### src/design/dplk_pkg.sv
// Package of constants for the dual pixel link mode and power-down block
package dplk_pkg;
    localparam int PIX_W = 24;
    localparam int CTL_W = 3;
    // Register byte offsets
    localparam logic [7:0] OFS_CONFIG = 8'h00;
    localparam logic [7:0] OFS_STATUS = 8'h04;
    localparam logic [7:0] OFS_PIXEL0 = 8'h08;
    localparam logic [7:0] OFS_PIXEL1 = 8'h0C;
    localparam logic [7:0] OFS_CTRL = 8'h10;
    localparam logic [7:0] OFS_RXPIX0 = 8'h14;
    localparam logic [7:0] OFS_RXPIX1 = 8'h18;
    // Config fields
    localparam int CFG_PDN = 0;
    localparam int CFG_EDGE = 1;
    localparam int CFG_POL = 2;
    localparam int CFG_MODE_LO = 3;
    localparam logic [4:0] CFG_RESET = 5'h00;
    // Pixel mode encodings
    localparam logic [1:0] MODE_SINGLE = 2'h0;
    localparam logic [1:0] MODE_DUAL = 2'h1;
    localparam logic [1:0] MODE_S2D = 2'h2;
    localparam logic [1:0] BRESP_OKAY = 2'h0;
    localparam logic [1:0] BRESP_SLVERR = 2'h2;
    localparam logic [31:0] READ_UNMAPPED = 32'h00000000;
endpackage

### src/design/dplk_top.sv
// Dual pixel link transmitter and receiver configuration and power-down
// Behaviour
// - In power-down the transmitter releases every serial link output.
// - In power-down the receiver drives its pixel and control outputs low.
// - Power-down stops the clock-multiplying PLL on both ends.
// - The strobe strap high takes inputs on rising edges, low on falling.
// - The polarity strap sets whether the active flag is high or low.
// - Dual mode takes two pixels per clock, 48 bits, on both link halves.
// - Single mode takes one 24-bit pixel per clock.
// - Single-to-dual mode pairs pixels from active start, odd to half A.
// - Single mode disables the second data half and the secondary clock.
//
// Chosen here: the register addresses and the AXI4-Lite slave port.
`timescale 1ns/1ps
`default_nettype none
module dplk_top
(
    input wire logic aclk,
    input wire logic aresetn,
    input wire logic [31:0] s_axi_awaddr,
    input wire logic s_axi_awvalid,
    output logic s_axi_awready,
    input wire logic [31:0] s_axi_wdata,
    input wire logic [3:0] s_axi_wstrb,
    input wire logic s_axi_wvalid,
    output logic s_axi_wready,
    output logic [1:0] s_axi_bresp,
    output logic s_axi_bvalid,
    input wire logic s_axi_bready,
    input wire logic [31:0] s_axi_araddr,
    input wire logic s_axi_arvalid,
    output logic s_axi_arready,
    output logic [31:0] s_axi_rdata,
    output logic [1:0] s_axi_rresp,
    output logic s_axi_rvalid,
    input wire logic s_axi_rready,
    input wire logic pixel_clock,
    input wire logic [47:0] pixel_in,
    input wire logic [2:0] ctrl_in,
    output logic [23:0] link_a_data,
    output logic link_a_oe_n,
    output logic [23:0] link_b_data,
    output logic link_b_oe_n,
    output logic link_clock,
    output logic link_clock_oe_n,
    output logic secondary_link_clock,
    output logic secondary_link_clock_oe_n,
    output logic link_ready,
    output logic [47:0] rx_pixel_out,
    output logic [2:0] rx_ctrl_out,
    output logic rx_clock_out,
    output logic pll_enable
);

    logic [4:0] cfg_reg;
    logic [47:0] wpix_reg;
    logic [2:0] wctl_reg;
    logic wpulse_reg;
    logic pdn;
    logic edge_sel;
    logic pol_sel;
    logic [1:0] mode;
    assign pdn = cfg_reg[dplk_pkg::CFG_PDN];
    assign edge_sel = cfg_reg[dplk_pkg::CFG_EDGE];
    assign pol_sel = cfg_reg[dplk_pkg::CFG_POL];
    assign mode = cfg_reg[dplk_pkg::CFG_MODE_LO +: 2];

    // AXI4-Lite write channel
    logic aw_hold_reg;
    logic w_hold_reg;
    logic [7:0] awaddr_reg;
    logic [31:0] wdata_reg;
    logic wr_fire;
    assign s_axi_awready = !aw_hold_reg && !s_axi_bvalid;
    assign s_axi_wready = !w_hold_reg && !s_axi_bvalid;
    assign wr_fire = aw_hold_reg && w_hold_reg && !s_axi_bvalid;
    always_ff @(posedge aclk)
    begin
        if (!aresetn)
        begin
            aw_hold_reg <= 1'b0;
            w_hold_reg <= 1'b0;
            awaddr_reg <= 8'h00;
            wdata_reg <= 32'h00000000;
            s_axi_bvalid <= 1'b0;
            s_axi_bresp <= dplk_pkg::BRESP_OKAY;
        end
        else
        begin
            if (s_axi_awvalid && s_axi_awready)
            begin
                aw_hold_reg <= 1'b1;
                awaddr_reg <= s_axi_awaddr[7:0];
            end
            if (s_axi_wvalid && s_axi_wready)
            begin
                w_hold_reg <= 1'b1;
                wdata_reg <= s_axi_wdata;
            end
            if (wr_fire)
            begin
                aw_hold_reg <= 1'b0;
                w_hold_reg <= 1'b0;
                s_axi_bvalid <= 1'b1;
                if (awaddr_reg == dplk_pkg::OFS_CONFIG
                    || awaddr_reg == dplk_pkg::OFS_PIXEL0
                    || awaddr_reg == dplk_pkg::OFS_PIXEL1
                    || awaddr_reg == dplk_pkg::OFS_CTRL)
                    s_axi_bresp <= dplk_pkg::BRESP_OKAY;
                else
                    s_axi_bresp <= dplk_pkg::BRESP_SLVERR;
            end
            else if (s_axi_bvalid && s_axi_bready)
                s_axi_bvalid <= 1'b0;
        end
    end

    // Register writes; straps change only in power-down
    always_ff @(posedge aclk)
    begin
        if (!aresetn)
        begin
            cfg_reg <= dplk_pkg::CFG_RESET;
            wpix_reg <= 48'h000000000000;
            wctl_reg <= 3'h0;
            wpulse_reg <= 1'b0;
        end
        else
        begin
            wpulse_reg <= 1'b0;
            if (wr_fire && awaddr_reg == dplk_pkg::OFS_CONFIG)
            begin
                cfg_reg[dplk_pkg::CFG_PDN] <= wdata_reg[0];
                if (!pdn)
                    cfg_reg[4:1] <= wdata_reg[4:1];
            end
            else if (wr_fire && awaddr_reg == dplk_pkg::OFS_PIXEL0)
                wpix_reg[23:0] <= wdata_reg[23:0];
            else if (wr_fire && awaddr_reg == dplk_pkg::OFS_PIXEL1)
                wpix_reg[47:24] <= wdata_reg[23:0];
            else if (wr_fire && awaddr_reg == dplk_pkg::OFS_CTRL)
            begin
                wctl_reg <= wdata_reg[2:0];
                wpulse_reg <= 1'b1;
            end
        end
    end

    // Pixel clock sync and edge select
    logic pclk_s1_reg;
    logic pclk_s2_reg;
    logic pclk_s3_reg;
    logic strobe;
    always_ff @(posedge aclk)
    begin
        if (!aresetn)
        begin
            pclk_s1_reg <= 1'b0;
            pclk_s2_reg <= 1'b0;
            pclk_s3_reg <= 1'b0;
        end
        else
        begin
            pclk_s1_reg <= pixel_clock;
            pclk_s2_reg <= pclk_s1_reg;
            pclk_s3_reg <= pclk_s2_reg;
        end
    end
    assign strobe = pdn && (edge_sel ? (pclk_s2_reg && !pclk_s3_reg)
                                     : (!pclk_s2_reg && pclk_s3_reg));

    // Parallel inputs pass two flip-flops
    logic [47:0] pix_s1_reg;
    logic [47:0] pix_s2_reg;
    logic [2:0] ctl_s1_reg;
    logic [2:0] ctl_s2_reg;
    always_ff @(posedge aclk)
    begin
        if (!aresetn)
        begin
            pix_s1_reg <= 48'h000000000000;
            pix_s2_reg <= 48'h000000000000;
            ctl_s1_reg <= 3'h0;
            ctl_s2_reg <= 3'h0;
        end
        else
        begin
            pix_s1_reg <= pixel_in;
            pix_s2_reg <= pix_s1_reg;
            ctl_s1_reg <= ctrl_in;
            ctl_s2_reg <= ctl_s1_reg;
        end
    end

    // Capture and pixel pairing
    logic active;
    logic odd_reg;
    logic odd_valid_reg;
    logic [23:0] odd_pix_reg;
    logic cap_valid;
    logic [47:0] cap_pix;
    logic [2:0] cap_ctl;
    assign active = ctl_s2_reg[2] == pol_sel;
    always_comb
    begin
        cap_ctl = ctl_s2_reg;
        cap_valid = strobe;
        if (mode == dplk_pkg::MODE_DUAL)
            cap_pix = pix_s2_reg;
        else if (mode == dplk_pkg::MODE_S2D)
        begin
            cap_pix = {pix_s2_reg[23:0], odd_pix_reg};
            cap_valid = strobe && (!active || odd_valid_reg);
        end
        else
            cap_pix = {24'h000000, pix_s2_reg[23:0]};
    end
    always_ff @(posedge aclk)
    begin
        if (!aresetn)
        begin
            odd_reg <= 1'b1;
            odd_valid_reg <= 1'b0;
            odd_pix_reg <= 24'h000000;
        end
        else if (strobe)
        begin
            if (!active)
            begin
                odd_reg <= 1'b1;
                odd_valid_reg <= 1'b0;
            end
            else if (odd_reg)
            begin
                odd_pix_reg <= pix_s2_reg[23:0];
                odd_valid_reg <= 1'b1;
                odd_reg <= 1'b0;
            end
            else
            begin
                odd_valid_reg <= 1'b0;
                odd_reg <= 1'b1;
            end
        end
    end

    // Two-entry buffer toward the link
    logic [50:0] buf_mem [0:1];
    logic [1:0] buf_cnt_reg;
    logic buf_wp_reg;
    logic buf_rp_reg;
    logic buf_in_ok;
    logic buf_out_ok;
    logic link_take;
    assign link_ready = buf_cnt_reg != 2'h2;
    assign buf_in_ok = cap_valid && link_ready;
    assign link_take = strobe;
    assign buf_out_ok = link_take && buf_cnt_reg != 2'h0;
    always_ff @(posedge aclk)
    begin
        if (!aresetn || !pdn)
        begin
            buf_cnt_reg <= 2'h0;
            buf_wp_reg <= 1'b0;
            buf_rp_reg <= 1'b0;
            buf_mem[0] <= 51'h0;
            buf_mem[1] <= 51'h0;
        end
        else
        begin
            if (buf_in_ok)
            begin
                buf_mem[buf_wp_reg] <= {cap_ctl, cap_pix};
                buf_wp_reg <= !buf_wp_reg;
            end
            if (buf_out_ok)
                buf_rp_reg <= !buf_rp_reg;
            buf_cnt_reg <= buf_cnt_reg + {1'b0, buf_in_ok}
                - {1'b0, buf_out_ok};
        end
    end

    // Link drive and receiver side
    logic [50:0] head;
    assign head = buf_mem[buf_rp_reg];
    always_ff @(posedge aclk)
    begin
        if (!aresetn || !pdn)
        begin
            link_a_data <= 24'h000000;
            link_b_data <= 24'h000000;
            rx_pixel_out <= 48'h000000000000;
            rx_ctrl_out <= 3'h0;
        end
        else if (buf_out_ok)
        begin
            link_a_data <= head[23:0];
            link_b_data <= head[47:24];
            rx_pixel_out <= head[47:0];
            rx_ctrl_out <= head[50:48];
        end
    end
    assign link_a_oe_n = !pdn;
    assign link_clock_oe_n = !pdn;
    assign link_b_oe_n = !pdn || mode == dplk_pkg::MODE_SINGLE;
    assign secondary_link_clock_oe_n = link_b_oe_n;
    assign link_clock = pdn && pclk_s2_reg;
    assign secondary_link_clock = link_clock;
    assign rx_clock_out = !pdn || pclk_s2_reg;
    assign pll_enable = pdn;

    // AXI4-Lite read channel
    always_ff @(posedge aclk)
    begin
        if (!aresetn)
        begin
            s_axi_rvalid <= 1'b0;
            s_axi_rdata <= 32'h00000000;
            s_axi_rresp <= dplk_pkg::BRESP_OKAY;
        end
        else if (s_axi_arvalid && s_axi_arready)
        begin
            s_axi_rvalid <= 1'b1;
            s_axi_rresp <= dplk_pkg::BRESP_OKAY;
            if (s_axi_araddr[7:0] == dplk_pkg::OFS_CONFIG)
                s_axi_rdata <= {27'h0, cfg_reg};
            else if (s_axi_araddr[7:0] == dplk_pkg::OFS_STATUS)
                s_axi_rdata <= {28'h0, buf_cnt_reg, odd_reg, pll_enable};
            else if (s_axi_araddr[7:0] == dplk_pkg::OFS_PIXEL0)
                s_axi_rdata <= {8'h00, wpix_reg[23:0]};
            else if (s_axi_araddr[7:0] == dplk_pkg::OFS_PIXEL1)
                s_axi_rdata <= {8'h00, wpix_reg[47:24]};
            else if (s_axi_araddr[7:0] == dplk_pkg::OFS_CTRL)
                s_axi_rdata <= {29'h0, wctl_reg};
            else if (s_axi_araddr[7:0] == dplk_pkg::OFS_RXPIX0)
                s_axi_rdata <= {8'h00, rx_pixel_out[23:0]};
            else if (s_axi_araddr[7:0] == dplk_pkg::OFS_RXPIX1)
                s_axi_rdata <= {8'h00, rx_pixel_out[47:24]};
            else
            begin
                s_axi_rdata <= dplk_pkg::READ_UNMAPPED;
                s_axi_rresp <= dplk_pkg::BRESP_SLVERR;
            end
        end
        else if (s_axi_rvalid && s_axi_rready)
            s_axi_rvalid <= 1'b0;
    end
    assign s_axi_arready = !s_axi_rvalid;
endmodule
`default_nettype wire

### config.mk
export PLATFORM = sky130hd
export DESIGN_NAME = dplk_top
export DESIGN_NICKNAME = d
export VERILOG_FILES = /design/src/design/dplk_pkg.sv /design/src/design/dplk_top.sv
export SDC_FILE = /design/constraint.sdc
export NUM_CORES = 1
export LEC_CHECK = 0
export ABC_AREA = 1
export BUFFER_PORTS_ARGS = -buffer_cell sky130_fd_sc_hd__buf_2
export CAP_MARGIN = 20
export CORE_MARGIN = 2
export CORE_UTILIZATION = 40
export DETAILED_ROUTE_END_ITERATION = 6
export MAX_ROUTING_LAYER = met4
export PLACE_DENSITY = 0.69
export SYNTH_ARGS = -nofsm -noshare
export SYNTH_HDL_FRONTEND = slang
export SYNTH_SLANG_ARGS = --single-unit
### constraint.sdc
create_clock -name aclk -period 3 [get_ports aclk]
set_input_delay 0 -clock aclk [delete_from_list [all_inputs] [get_ports aclk]]
set_output_delay 0 -clock aclk [all_outputs]
set_load 0.05 [all_outputs]
==> results of run 1 <==
## final cells by class
| type | count | area [µm²] |
|---|---|---|
| clock buffer | 58 | 1190 |
| clock inverter | 18 | 194 |
| fill | 3737 | 20100 |
| inverter | 233 | 876 |
| multi-input combinational | 1074 | 4970 |
| sequential | 407 | 9170 |
| tap | 525 | 657 |
| timing repair buffer | 349 | 2280 |
## through the flow
step	setup slack, ps	total power, mW	util, %	cells
floorplan	441	6.24	-	1885
global placement	776	6.40	43.2	2497
detailed placement	784	6.42	43.2	2497
CTS	768	11.7	49.0	2664
global route	568	12.0	49.0	2664
finish	781	11.6	49.0	2664
## worst max-delay path by stage
stage	from	to	slack, ps	cells after the start
6_report	pclk_s2_reg$_SDFF_PN0_	buf_mem[0][1]$_SDFFCE_PN0P_	780	11
4_1_cts	pclk_s2_reg$_SDFF_PN0_	buf_mem[0][1]$_SDFFCE_PN0P_	770	11
2_1_floorplan	cfg_reg[0]$_SDFFE_PN0N_	buf_mem[0][0]$_SDFFCE_PN0P_	440	7
3_5_place_dp	pclk_s2_reg$_SDFF_PN0_	buf_mem[0][21]$_SDFFCE_PN0P_	780	11
5_1_grt	pclk_s2_reg$_SDFF_PN0_	buf_mem[0][1]$_SDFFCE_PN0P_	570	11
3_3_place_gp	pclk_s2_reg$_SDFF_PN0_	buf_mem[0][5]$_SDFFCE_PN0P_	780	11
## power breakdown
group,internal (mW),total [mW],switching (mW)
combinational,0.224,0.612,0.388
sequential,5.73,5.78,0.0454
clock,3.12,5.19,2.07
total,9.08,11.6,2.50
## cell usage in the layout (no fill, tap or decap), types with 65 or more instances in the layout
cell type	count
a21oi_1	102
buf_2	236
dfxtp_1	305
dlygate4sd3_1	91
edfxtp_1	102
inv_1	224
nand2_1	395
nand3_1	65
nor2_1	196
o21ai_0	165
## metal layers
metal | vias to the layer above | track usage, % | wire [µm]
met5 | - | - | 0
met1 | 5636 | 26.7 | 18800
met3 | 89 | 3.15 | 2720
met2 | 455 | 31.5 | 18600
li1 | 6435 | - | -
met4 | 0 | 8.26 | 1620
## cells by family (layout without fill, tap and decap cells)
kind of cell | count (synthesis) | after routing | share of synthesized area [%]
xor gates and xnor gates | 2 | 2 | 0.110
other | 1 | 10 | 0.0236
buffers and inverters | 404 | 658 | 11.5
DFF | 407 | 407 | 57.7
AOI/OAI and AO/OA | 368 | 368 | 13.0
and+or+nand+nor | 692 | 692 | 17.6
adders and majority gates | 2 | 2 | 0.157
## worst max-delay path: stages, from the launching register on
cell and delay (ps):
dfxtp_1 360, inv_2 50, nor2_1 90, nand2_1 60, nand2_1 60, nand2_1 130
inv_2 130, o311ai_4 120, nor2_1 130, nand2_2 70, nand2_2 400, buf_12 290
==> flow_metrics.tcl, run 1 <==
set metrics [dict create \
    numClockSinks 407 \
    drive_above_1_share_pct 16.2 \
    hold_end "s_axi_rresp[1]$_SDFFE_PN0P_" \
    fin_nets 2268 \
    cts_made_buffers 42 \
    ys_ff_latch 407 \
    postCtsSetupRepairBufs 0 \
    synth_edf_count 102 \
    portBuffers 237 \
    rsz0062_at_grt "no" \
    drv_cap 0 \
    crit_fanout 33 \
    synth.top_cells.by_area "dfxtp_1 38%, edfxtp_1 19%, nand2_1 9.4%" \
    antenna_found_initial 0 \
    die_w_um 203 \
    start_util_pct 40.3 \
    grt_pass1_vias 11718 \
    synth_area_um2 15900 \
    r2r-start "pclk_s2_reg$_SDFF_PN0_" \
    ys_seq_area_share_pct 57.7 \
    htreeDepth 2 \
    max_slew_margin_pct 28.6 \
    end_kind "flip-flop" \
    cts_tree "built" \
    fp.coreArea_um2 39500 \
    dieHeight_um 203 \
    place.gp.congestion 0.860 \
    r2r_setup_slack_ps 780 \
    placed_area_um2 17000 \
    synth_most_common_cell "nand2_1" \
    fin_crit_sh_pct 74.0 \
    reg2reg_to "buf_mem[0][1]$_SDFFCE_PN0P_" \
    min_period_ps 2220 \
    cts_hold_buf 91 \
    fin_worst_hold_slack_ps 13.8 \
    critPathKind "flip-flop to flip-flop" \
    synth_top_area_share_pct 38.4 \
    vias_per_cell 4.74 \
    top_register "buf_mem" \
    p_per_area_nw_per_um2 599 \
    die_area_um2 41400 \
    whs_path_depth 5 \
    grt_max_degree 169 \
    ys.flop_type "dfxtp_1" \
    synthCells 1876 \
    reg2regPathDepth 11 \
    clkLatencyLatePin_ps 540 \
    netlist-cell-type-count 37 \
    drt_pass1_iterations 5 \
    cts-root-to-sink-buffers 3 \
    skew_ps 17.9 \
    synth.avg_cell_area_um2 8.48 \
    routedWlPerCell_um 15.6 \
    worstMarginPinSlew_ps 1060 \
    yosys.area.top_type "dfxtp_1" \
    worstHoldStart "s_axi_araddr[0]" \
    synth_common_cells "397 x nand2_1, 305 x dfxtp_1, 224 x inv_1" \
    required_ps 3230 \
    routed_wl_um 41700 \
    irDropWorstVdd_uv 342 \
    finalSetupViolations 0 \
    yosys_warnings 0 \
    area_growth_pct 21.6 \
    cp.arrival_ps 2450 \
    outcome "finished clean" \
    grt_overflow_total 0 \
    hp-class "input port to flip-flop" \
    cts.clk_slew.worst_paths_ps 60 \
    post-dp-hpwl_um 28200 \
    via_count 12615 \
    antenna_cells 0 \
    hold_viol 0 \
    clock.fmax_mhz 451 \
    tns_ps 0 \
    start_kind "flip-flop" \
    drt-initial-drc-count 909 \
    post_cts_resized 0 \
    power.leakage_nw 8.66 \
    drc 0 \
    ios 308 \
    fin_area_um2 19300 \
    cts_root_buffer "clkbuf_16" \
    grtUsageTotal_pct 20.3 \
    synthArstFlopShare_pct 0 \
    rows 73 \
    maxSlewViolCount 0 \
    grt_pass1_wl_um 64300 \
    largest_reg_flops 102 \
    antenna_left 0 \
]
No activity file was read; power rests on OpenSTA's default activity.
==> run 2, diff against run 1 <==
--- a/config.mk
+++ b/config.mk
@@ -5,14 +5,14 @@
 export SDC_FILE = /design/constraint.sdc
 export NUM_CORES = 1
 export LEC_CHECK = 0
-export ABC_AREA = 1
+export ABC_AREA = 0
 export BUFFER_PORTS_ARGS = -buffer_cell sky130_fd_sc_hd__buf_2
 export CAP_MARGIN = 20
 export CORE_MARGIN = 2
 export CORE_UTILIZATION = 40
 export DETAILED_ROUTE_END_ITERATION = 6
 export MAX_ROUTING_LAYER = met4
-export PLACE_DENSITY = 0.69
+export PLACE_DENSITY = 0.67
 export SYNTH_ARGS = -nofsm -noshare
 export SYNTH_HDL_FRONTEND = slang
 export SYNTH_SLANG_ARGS = --single-unit
==> constraint.sdc (replaced) <==
create_clock -name aclk -period 2.2 [get_ports aclk]
set_input_delay 0 -clock aclk [delete_from_list [all_inputs] [get_ports aclk]]
set_output_delay 0 -clock aclk [all_outputs]
set_load 0.05 [all_outputs]
==> run 2 against run 1 <==
Compared with the run above:
- die area grew 2.1%
- register-to-register slack lost 660 ps
- final area up 3.7%
- synthesized cell count down 15%
- worst hold slack better by 48 ps
- combinational power up 35%
- clock power up 38%
- flip-flop and latch count unchanged
- critical path type unchanged
==> flow_metrics.tcl, run 2 <==
set metrics [dict create \
    finalSetupViolations 0 \
    drv_cap 0 \
    reg2reg_to "buf_cnt_reg[1]$_SDFF_PP0_" \
    ys_seq_area_share_pct 56.5 \
    met2_usage_pct 28.3 \
    synth_edf_count 102 \
    fin_ws_ps 122 \
    irDropWorstVdd_uv 609 \
    top_register "buf_mem" \
    htreeDepth 2 \
    p_int_mw 12.4 \
    fin_nets 2008 \
    drive_above_1_share_pct 19.7 \
    via_count 11782 \
    r2r_setup_slack_ps 120 \
    p_sw_share_pct 21.8 \
    cts_made_buffers 43 \
    placed_area_um2 17600 \
    grtUsageTotal_pct 19.0 \
    start_util_pct 40.7 \
    layout_common_cells "303 x dfxtp_1, 236 x buf_2, 220 x nand2_1, 171 x nor2_1, 111 x and2_1" \
    ios 308 \
    drc 0 \
    final_common_cell "dfxtp_1" \
    die_w_um 205 \
    critical_path.startpoint "cfg_reg[1]$_SDFFE_PN0P_" \
    synth_top_area_share_pct 37.6 \
    end_kind "flip-flop" \
    multi_input_area_um2 6060 \
    critPathKind "flip-flop to flip-flop" \
    comb_power_share_pct 5.2 \
    maxSlewViolCount 0 \
    drt-initial-drc-count 820 \
    whs_path_depth 5 \
    fp.coreArea_um2 39900 \
    clockPowerShare_pct 45.1 \
    routedWlPerCell_um 16.4 \
    synthArstFlopShare_pct 0 \
    die_area_um2 42200 \
    dp_cells 2223 \
    grt_pass1_wl_um 61400 \
    crit_fanout 4 \
    netlist-cell-type-count 52 \
    postCtsSetupRepairBufs 0 \
    synth_most_common_cell "dfxtp_1" \
    drt_pass1_iterations 5 \
    cts.clk_slew.worst_paths_ps 60 \
    min_period_ps 2080 \
    synth.top_cells.by_area "dfxtp_1 38%, edfxtp_1 19%, mux2i_1 5.2%" \
    outcome "finished clean" \
    required_ps 2620 \
    synthCells 1592 \
    synth_area_um2 16200 \
    area_growth_pct 23.5 \
    fin_area_um2 20100 \
    cp.arrival_ps 2500 \
    worstHoldStart "s_axi_wvalid" \
    grt_pass1_vias 11159 \
    antenna_cells 0 \
    ys_ff_latch 407 \
    met3_usage_pct 2.42 \
    r2r-start "cfg_reg[1]$_SDFFE_PN0P_" \
    largest_reg_flops 102 \
    grt_overflow_total 0 \
    rsz0062_at_grt "no" \
    numClockSinks 407 \
    hold_viol 0 \
    regArea_um2 9170 \
    power_mw 15.8 \
    hp-class "input port to flip-flop" \
    fill_cells 3580 \
    grtUsageMet1_pct 26.4 \
    portBuffers 237 \
    cts-root-to-sink-buffers 3 \
    place.gp.congestion 0.889 \
    clock.fmax_mhz 481 \
    antenna_found_initial 0 \
    skew_ps 19.1 \
    dp_slack_ps 3.84 \
    fin_crit_sh_pct 94.4 \
    yosys.area.top_type "dfxtp_1" \
    post-dp-hpwl_um 26400 \
    p_switching_mw 3.45 \
    yosys_warnings 0 \
    cts_root_buffer "clkbuf_16" \
    clkLatencyLatePin_ps 570 \
    fin_worst_hold_slack_ps 61.4 \
    grt_busiest_layer "met2" \
    p_per_area_nw_per_um2 790 \
    grt_max_degree 124 \
    hold_end "w_hold_reg$_SDFFE_PP0P_" \
    rows 73 \
    max_slew_margin_pct 40.6 \
    vias_per_cell 4.90 \
    pwr-share-seq_pct 49.7 \
    worstMarginPinSlew_ps 890 \
    cts_tree "built" \
    start_kind "flip-flop" \
    dieHeight_um 205 \
    power.leakage_nw 7.75 \
    routed_wl_um 39500 \
    instances_no_fill 2405 \
    antenna_left 0 \
    reg2regPathDepth 10 \
    synth_common_cells "305 x dfxtp_1, 222 x nand2_1, 173 x nor2_1" \
    ys.flop_type "dfxtp_1" \
    synth.avg_cell_area_um2 10.2 \
]
## run 2: worst max-delay path by stage
stage	end	cells after the start
floorplan	buf_mem[0][0]$_SDFFCE_PN0P_	5
global placement	buf_mem[1][9]$_SDFFCE_PN0P_	6
detailed placement	buf_mem[1][50]$_SDFFCE_PN0P_	6
CTS	buf_mem[0][39]$_SDFFCE_PN0P_	7
global route	buf_cnt_reg[1]$_SDFF_PP0_	10
finish	buf_cnt_reg[1]$_SDFF_PP0_	10
## run 2: final cells by class
class,count,area share [%]
flip-flops and latches,407,45.7
clock inverters,14,0.742
multi-input cells,1000,30.2
inverters,11,0.225
repair buffers,384,13.5
clock buffers,64,6.31
well taps,525,3.28
## run 2: worst max-delay path, cell delays in order (launching register included)
cell,delay (ps)
dfxtp_1,310
or3b_4,400
a21oi_4,180
buf_4,160
o21a_4,140
ha_1,220
inv_1,60
ha_2,160
xnor2_1,130
xnor2_1,140
nor2_1,50
## run 2: per-layer routing
metal | vias to the layer above | wire (µm) | share of wire [%]
met2 | 342 | 17600 | 45
met4 | 0 | 1100 | 2.8
met1 | 5481 | 18800 | 48
met3 | 72 | 1970 | 5.0
met5 | - | 0 | 0
li1 | 5887 | - | -
## run 2: power groups by stage
stage          registers [mW]  logic [mW]  clock network [mW]
2_1_floorplan            8.03       0.437                   0
3_3_place_gp             8.03       0.672                   0
3_5_place_dp             8.03       0.683                   0
4_1_cts                  7.87       0.829                7.33
5_1_grt                  7.89       0.908                7.64
6_report                 7.87       0.825                7.15
## run 2: repair_timing
item	4_1_cts	5_1_grt
gates resized for setup	1	2
cloned	0	1
setup endpoints to repair	7	56
hold buffers	103	0
hold endpoints to repair	97	0
## run 2: through the flow
step | TNS [ps] | utilization (%)
after floorplan | -32540 | -
after global placement | 0 | 44.0
after detailed placement | 0 | 44.0
after CTS | 0 | 50.2
after global routing | 0 | 50.2
final | 0 | 50.2
## run 2: cells by family (layout without fill, tap and decap cells)
kind of cell | count (synthesis) | in the layout | share of synthesized area, %
adders and majority gates | 2 | 2 | 0.154
AOI/OAI and AO/OA | 319 | 319 | 14.5
other | 1 | 10 | 0.0231
and+or+nand+nor | 578 | 578 | 16.4
DFF | 407 | 407 | 56.5
muxes | 86 | 86 | 5.32
xor gates and xnor gates | 5 | 5 | 0.270
buffers and inverters | 194 | 473 | 6.83
==> run 3, diff against run 2 <==
--- a/config.mk
+++ b/config.mk
@@ -6,10 +6,11 @@
 export NUM_CORES = 1
 export LEC_CHECK = 0
 export ABC_AREA = 0
-export BUFFER_PORTS_ARGS = -buffer_cell sky130_fd_sc_hd__buf_2
+export BUFFER_PORTS_ARGS = -buffer_cell sky130_fd_sc_hd__buf_4
 export CAP_MARGIN = 20
 export CORE_MARGIN = 2
 export CORE_UTILIZATION = 40
+export CTS_BUF_LIST = sky130_fd_sc_hd__clkbuf_2
 export DETAILED_ROUTE_END_ITERATION = 6
 export MAX_ROUTING_LAYER = met4
 export PLACE_DENSITY = 0.67
==> run 3 against run 2 <==
Compared with the run above:
- via count increased by 8.7%
- clock skew increased by 65 ps
- largest power group unchanged
- core utilization increased by 4.6 points
- cell count grew 12%
- final area increased by 9.2%
- register-to-register slack about the same
- critical path depth decreased by 1
==> flow_metrics.tcl, run 3 (synthesis results as in run 2) <==
set metrics [dict create \
    place.gp.congestion 0.831 \
    fin_area_um2 21900 \
    drv_cap 0 \
    end_kind "flip-flop" \
    critPathBufInv 5 \
    crit_family "buffers and inverters" \
    postCtsSetupRepairBufs 0 \
    start_util_pct 40.7 \
    placed_area_um2 18100 \
    crit_fanout 6 \
    drt_pass1_iterations 5 \
    worstMarginPinSlew_ps 861 \
    cts_made_buffers 102 \
    routed_wl_um 41700 \
    die_w_um 205 \
    largest_reg_flops 102 \
    top_register "buf_mem" \
    cts.clk_slew.worst_paths_ps 110 \
    drt-initial-drc-count 832 \
    slowest_stage "or3_1" \
    ios 308 \
    maxSlewViolCount 0 \
    critical_path.cell_chain "dlygate4sd3_1, buf_4, or3_1, nor4_4, buf_4, o2111ai_1, dlygate4sd3_1, a31oi_1, dlygate4sd3_1" \
    grt_busiest_layer "met2" \
    hold_viol 0 \
    crit_path_frequent_cell "dlygate4sd3_1" \
    skew_ps 84.2 \
    r2r_setup_slack_ps 110 \
    reg2regPathDepth 10 \
    power.leakage_nw 8.59 \
    outcome "finished clean" \
    dp_slack_ps 6.53 \
    met3_usage_pct 3.96 \
    tns_ps 0 \
    cts_root_buffer "clkbuf_2" \
    critPathKind "input port to flip-flop" \
    grt_max_degree 123 \
    grt_overflow_total 0 \
    start_kind "input port" \
    whs_path_depth 5 \
    required_ps 3130 \
    rows 73 \
    final_common_cell "dfxtp_1" \
    cp.arrival_ps 3090 \
    rsz0062_at_grt "no" \
    antenna_left 0 \
    area_growth_pct 34.8 \
    vias_per_cell 4.77 \
    power_mw 13.9 \
    critical_path.max_stage_delay_ps 570 \
    via_count 12811 \
    cts-root-to-sink-buffers 3 \
    irDropWorstVdd_uv 285 \
    layout_common_cells "303 x dfxtp_1, 283 x dlygate4sd3_1, 266 x buf_4, 220 x nand2_1, 171 x nor2_1" \
    dp_cells 2219 \
    antenna_found_initial 2 \
    numClockSinks 407 \
    drc 0 \
    finalSetupViolations 0 \
    hp-class "input port to flip-flop" \
    clkLatencyLatePin_ps 1000 \
    drive_above_1_share_pct 21.5 \
    grtUsageTotal_pct 20.1 \
    die_area_um2 42200 \
    max_slew_margin_pct 42.6 \
    dieHeight_um 205 \
    post-dp-hpwl_um 26400 \
    routedWlPerCell_um 15.5 \
    fill_cells 3526 \
    cts_tree "built" \
    min_period_ps 2160 \
    fin_crit_sh_pct 98.3 \
    grtUsageMet1_pct 26.6 \
    grt_pass1_vias 12371 \
    path_depth 9 \
    clock.fmax_mhz 462 \
    met2_usage_pct 31.0 \
    multi_input_area_um2 6070 \
    fp.coreArea_um2 39900 \
    fin_ws_ps 37.0 \
    grt_pass1_wl_um 65500 \
    instances_no_fill 2688 \
    htreeDepth 3 \
    p_per_area_nw_per_um2 633 \
    regArea_um2 9170 \
    portBuffers 237 \
    fin_nets 2242 \
]
## run 3: cell count changes in the layout (fill, tap and decap cells not counted), moves of 10 or more
cell           delta
clkbuf_16        -44
buf_2           -236
dlygate4sd3_1   +180
clkinv_1         +21
buf_4           +234
clkbuf_8         -11
clkbuf_2        +154
clkbuf_1         -10
## run 3: power by group
group / switching, mW / internal (mW) / leakage (nW) / total (mW)
registers: 0.0951 / 7.77 / 3.75 / 7.86
clock network: 2.97 / 1.88 / 0.701 / 4.85
logic: 0.491 / 0.650 / 4.14 / 1.14
total: 3.56 / 10.3 / 8.59 / 13.9
## run 3: worst register-to-register path, cell delays in order (launching register included)
cell and delay [ps]:
dfxtp_1 330, or3b_4 400, a21oi_4 160, buf_4 160, o21a_4 150, ha_1 230, inv_1 60, ha_2 160
xnor2_1 130, xnor2_1 140, nor2_1 50
## run 3: metal layers
layer / part of all wire (%) / up-vias
li1: - / 6427
met1: 46 / 5924
met2: 46 / 404
met3: 5.9 / 56
met4: 1.9 / 0
met5: 0 / -
## run 3: worst paths after layout
path / from / to
min: s_axi_araddr[3] / s_axi_rdata[0]$_SDFFE_PN0P_
max reg2reg: cfg_reg[1]$_SDFFE_PN0P_ / buf_cnt_reg[1]$_SDFF_PP0_
max: s_axi_araddr[7] / s_axi_rdata[4]$_SDFFE_PN0P_
min reg2reg: pix_s1_reg[20]$_SDFF_PN0_ / pix_s2_reg[20]$_SDFF_PN0_
## run 3: what timing repair did
item | 4_1_cts | 5_1_grt
pin swaps | 0 | 0
setup endpoints to repair | 28 | 9
resized for setup | 3 | 5
hold buffers | 283 | 0
hold endpoints to repair | 509 | 0
## run 3: area by class of cell
type                            instances  share of cell area, %
Inverter                               11                  0.206
Timing Repair Buffer                  559                   23.0
Clock inverter                         30                  0.640
Tap cell                              525                   3.00
Multi-Input combinational cell       1000                   27.7
Clock buffer                          154                   3.52
Antenna cell                            2                 0.0229
Sequential cell                       407                   41.9
## run 3: stage by stage
stage / utilization (%) / hold slack, ps
after detailed placement: 45.4 / 210
after floorplan: - / 127
after global routing: 54.9 / 7.73
final: 54.9 / 108
after CTS: 54.8 / 18.6
after global placement: 45.4 / 214
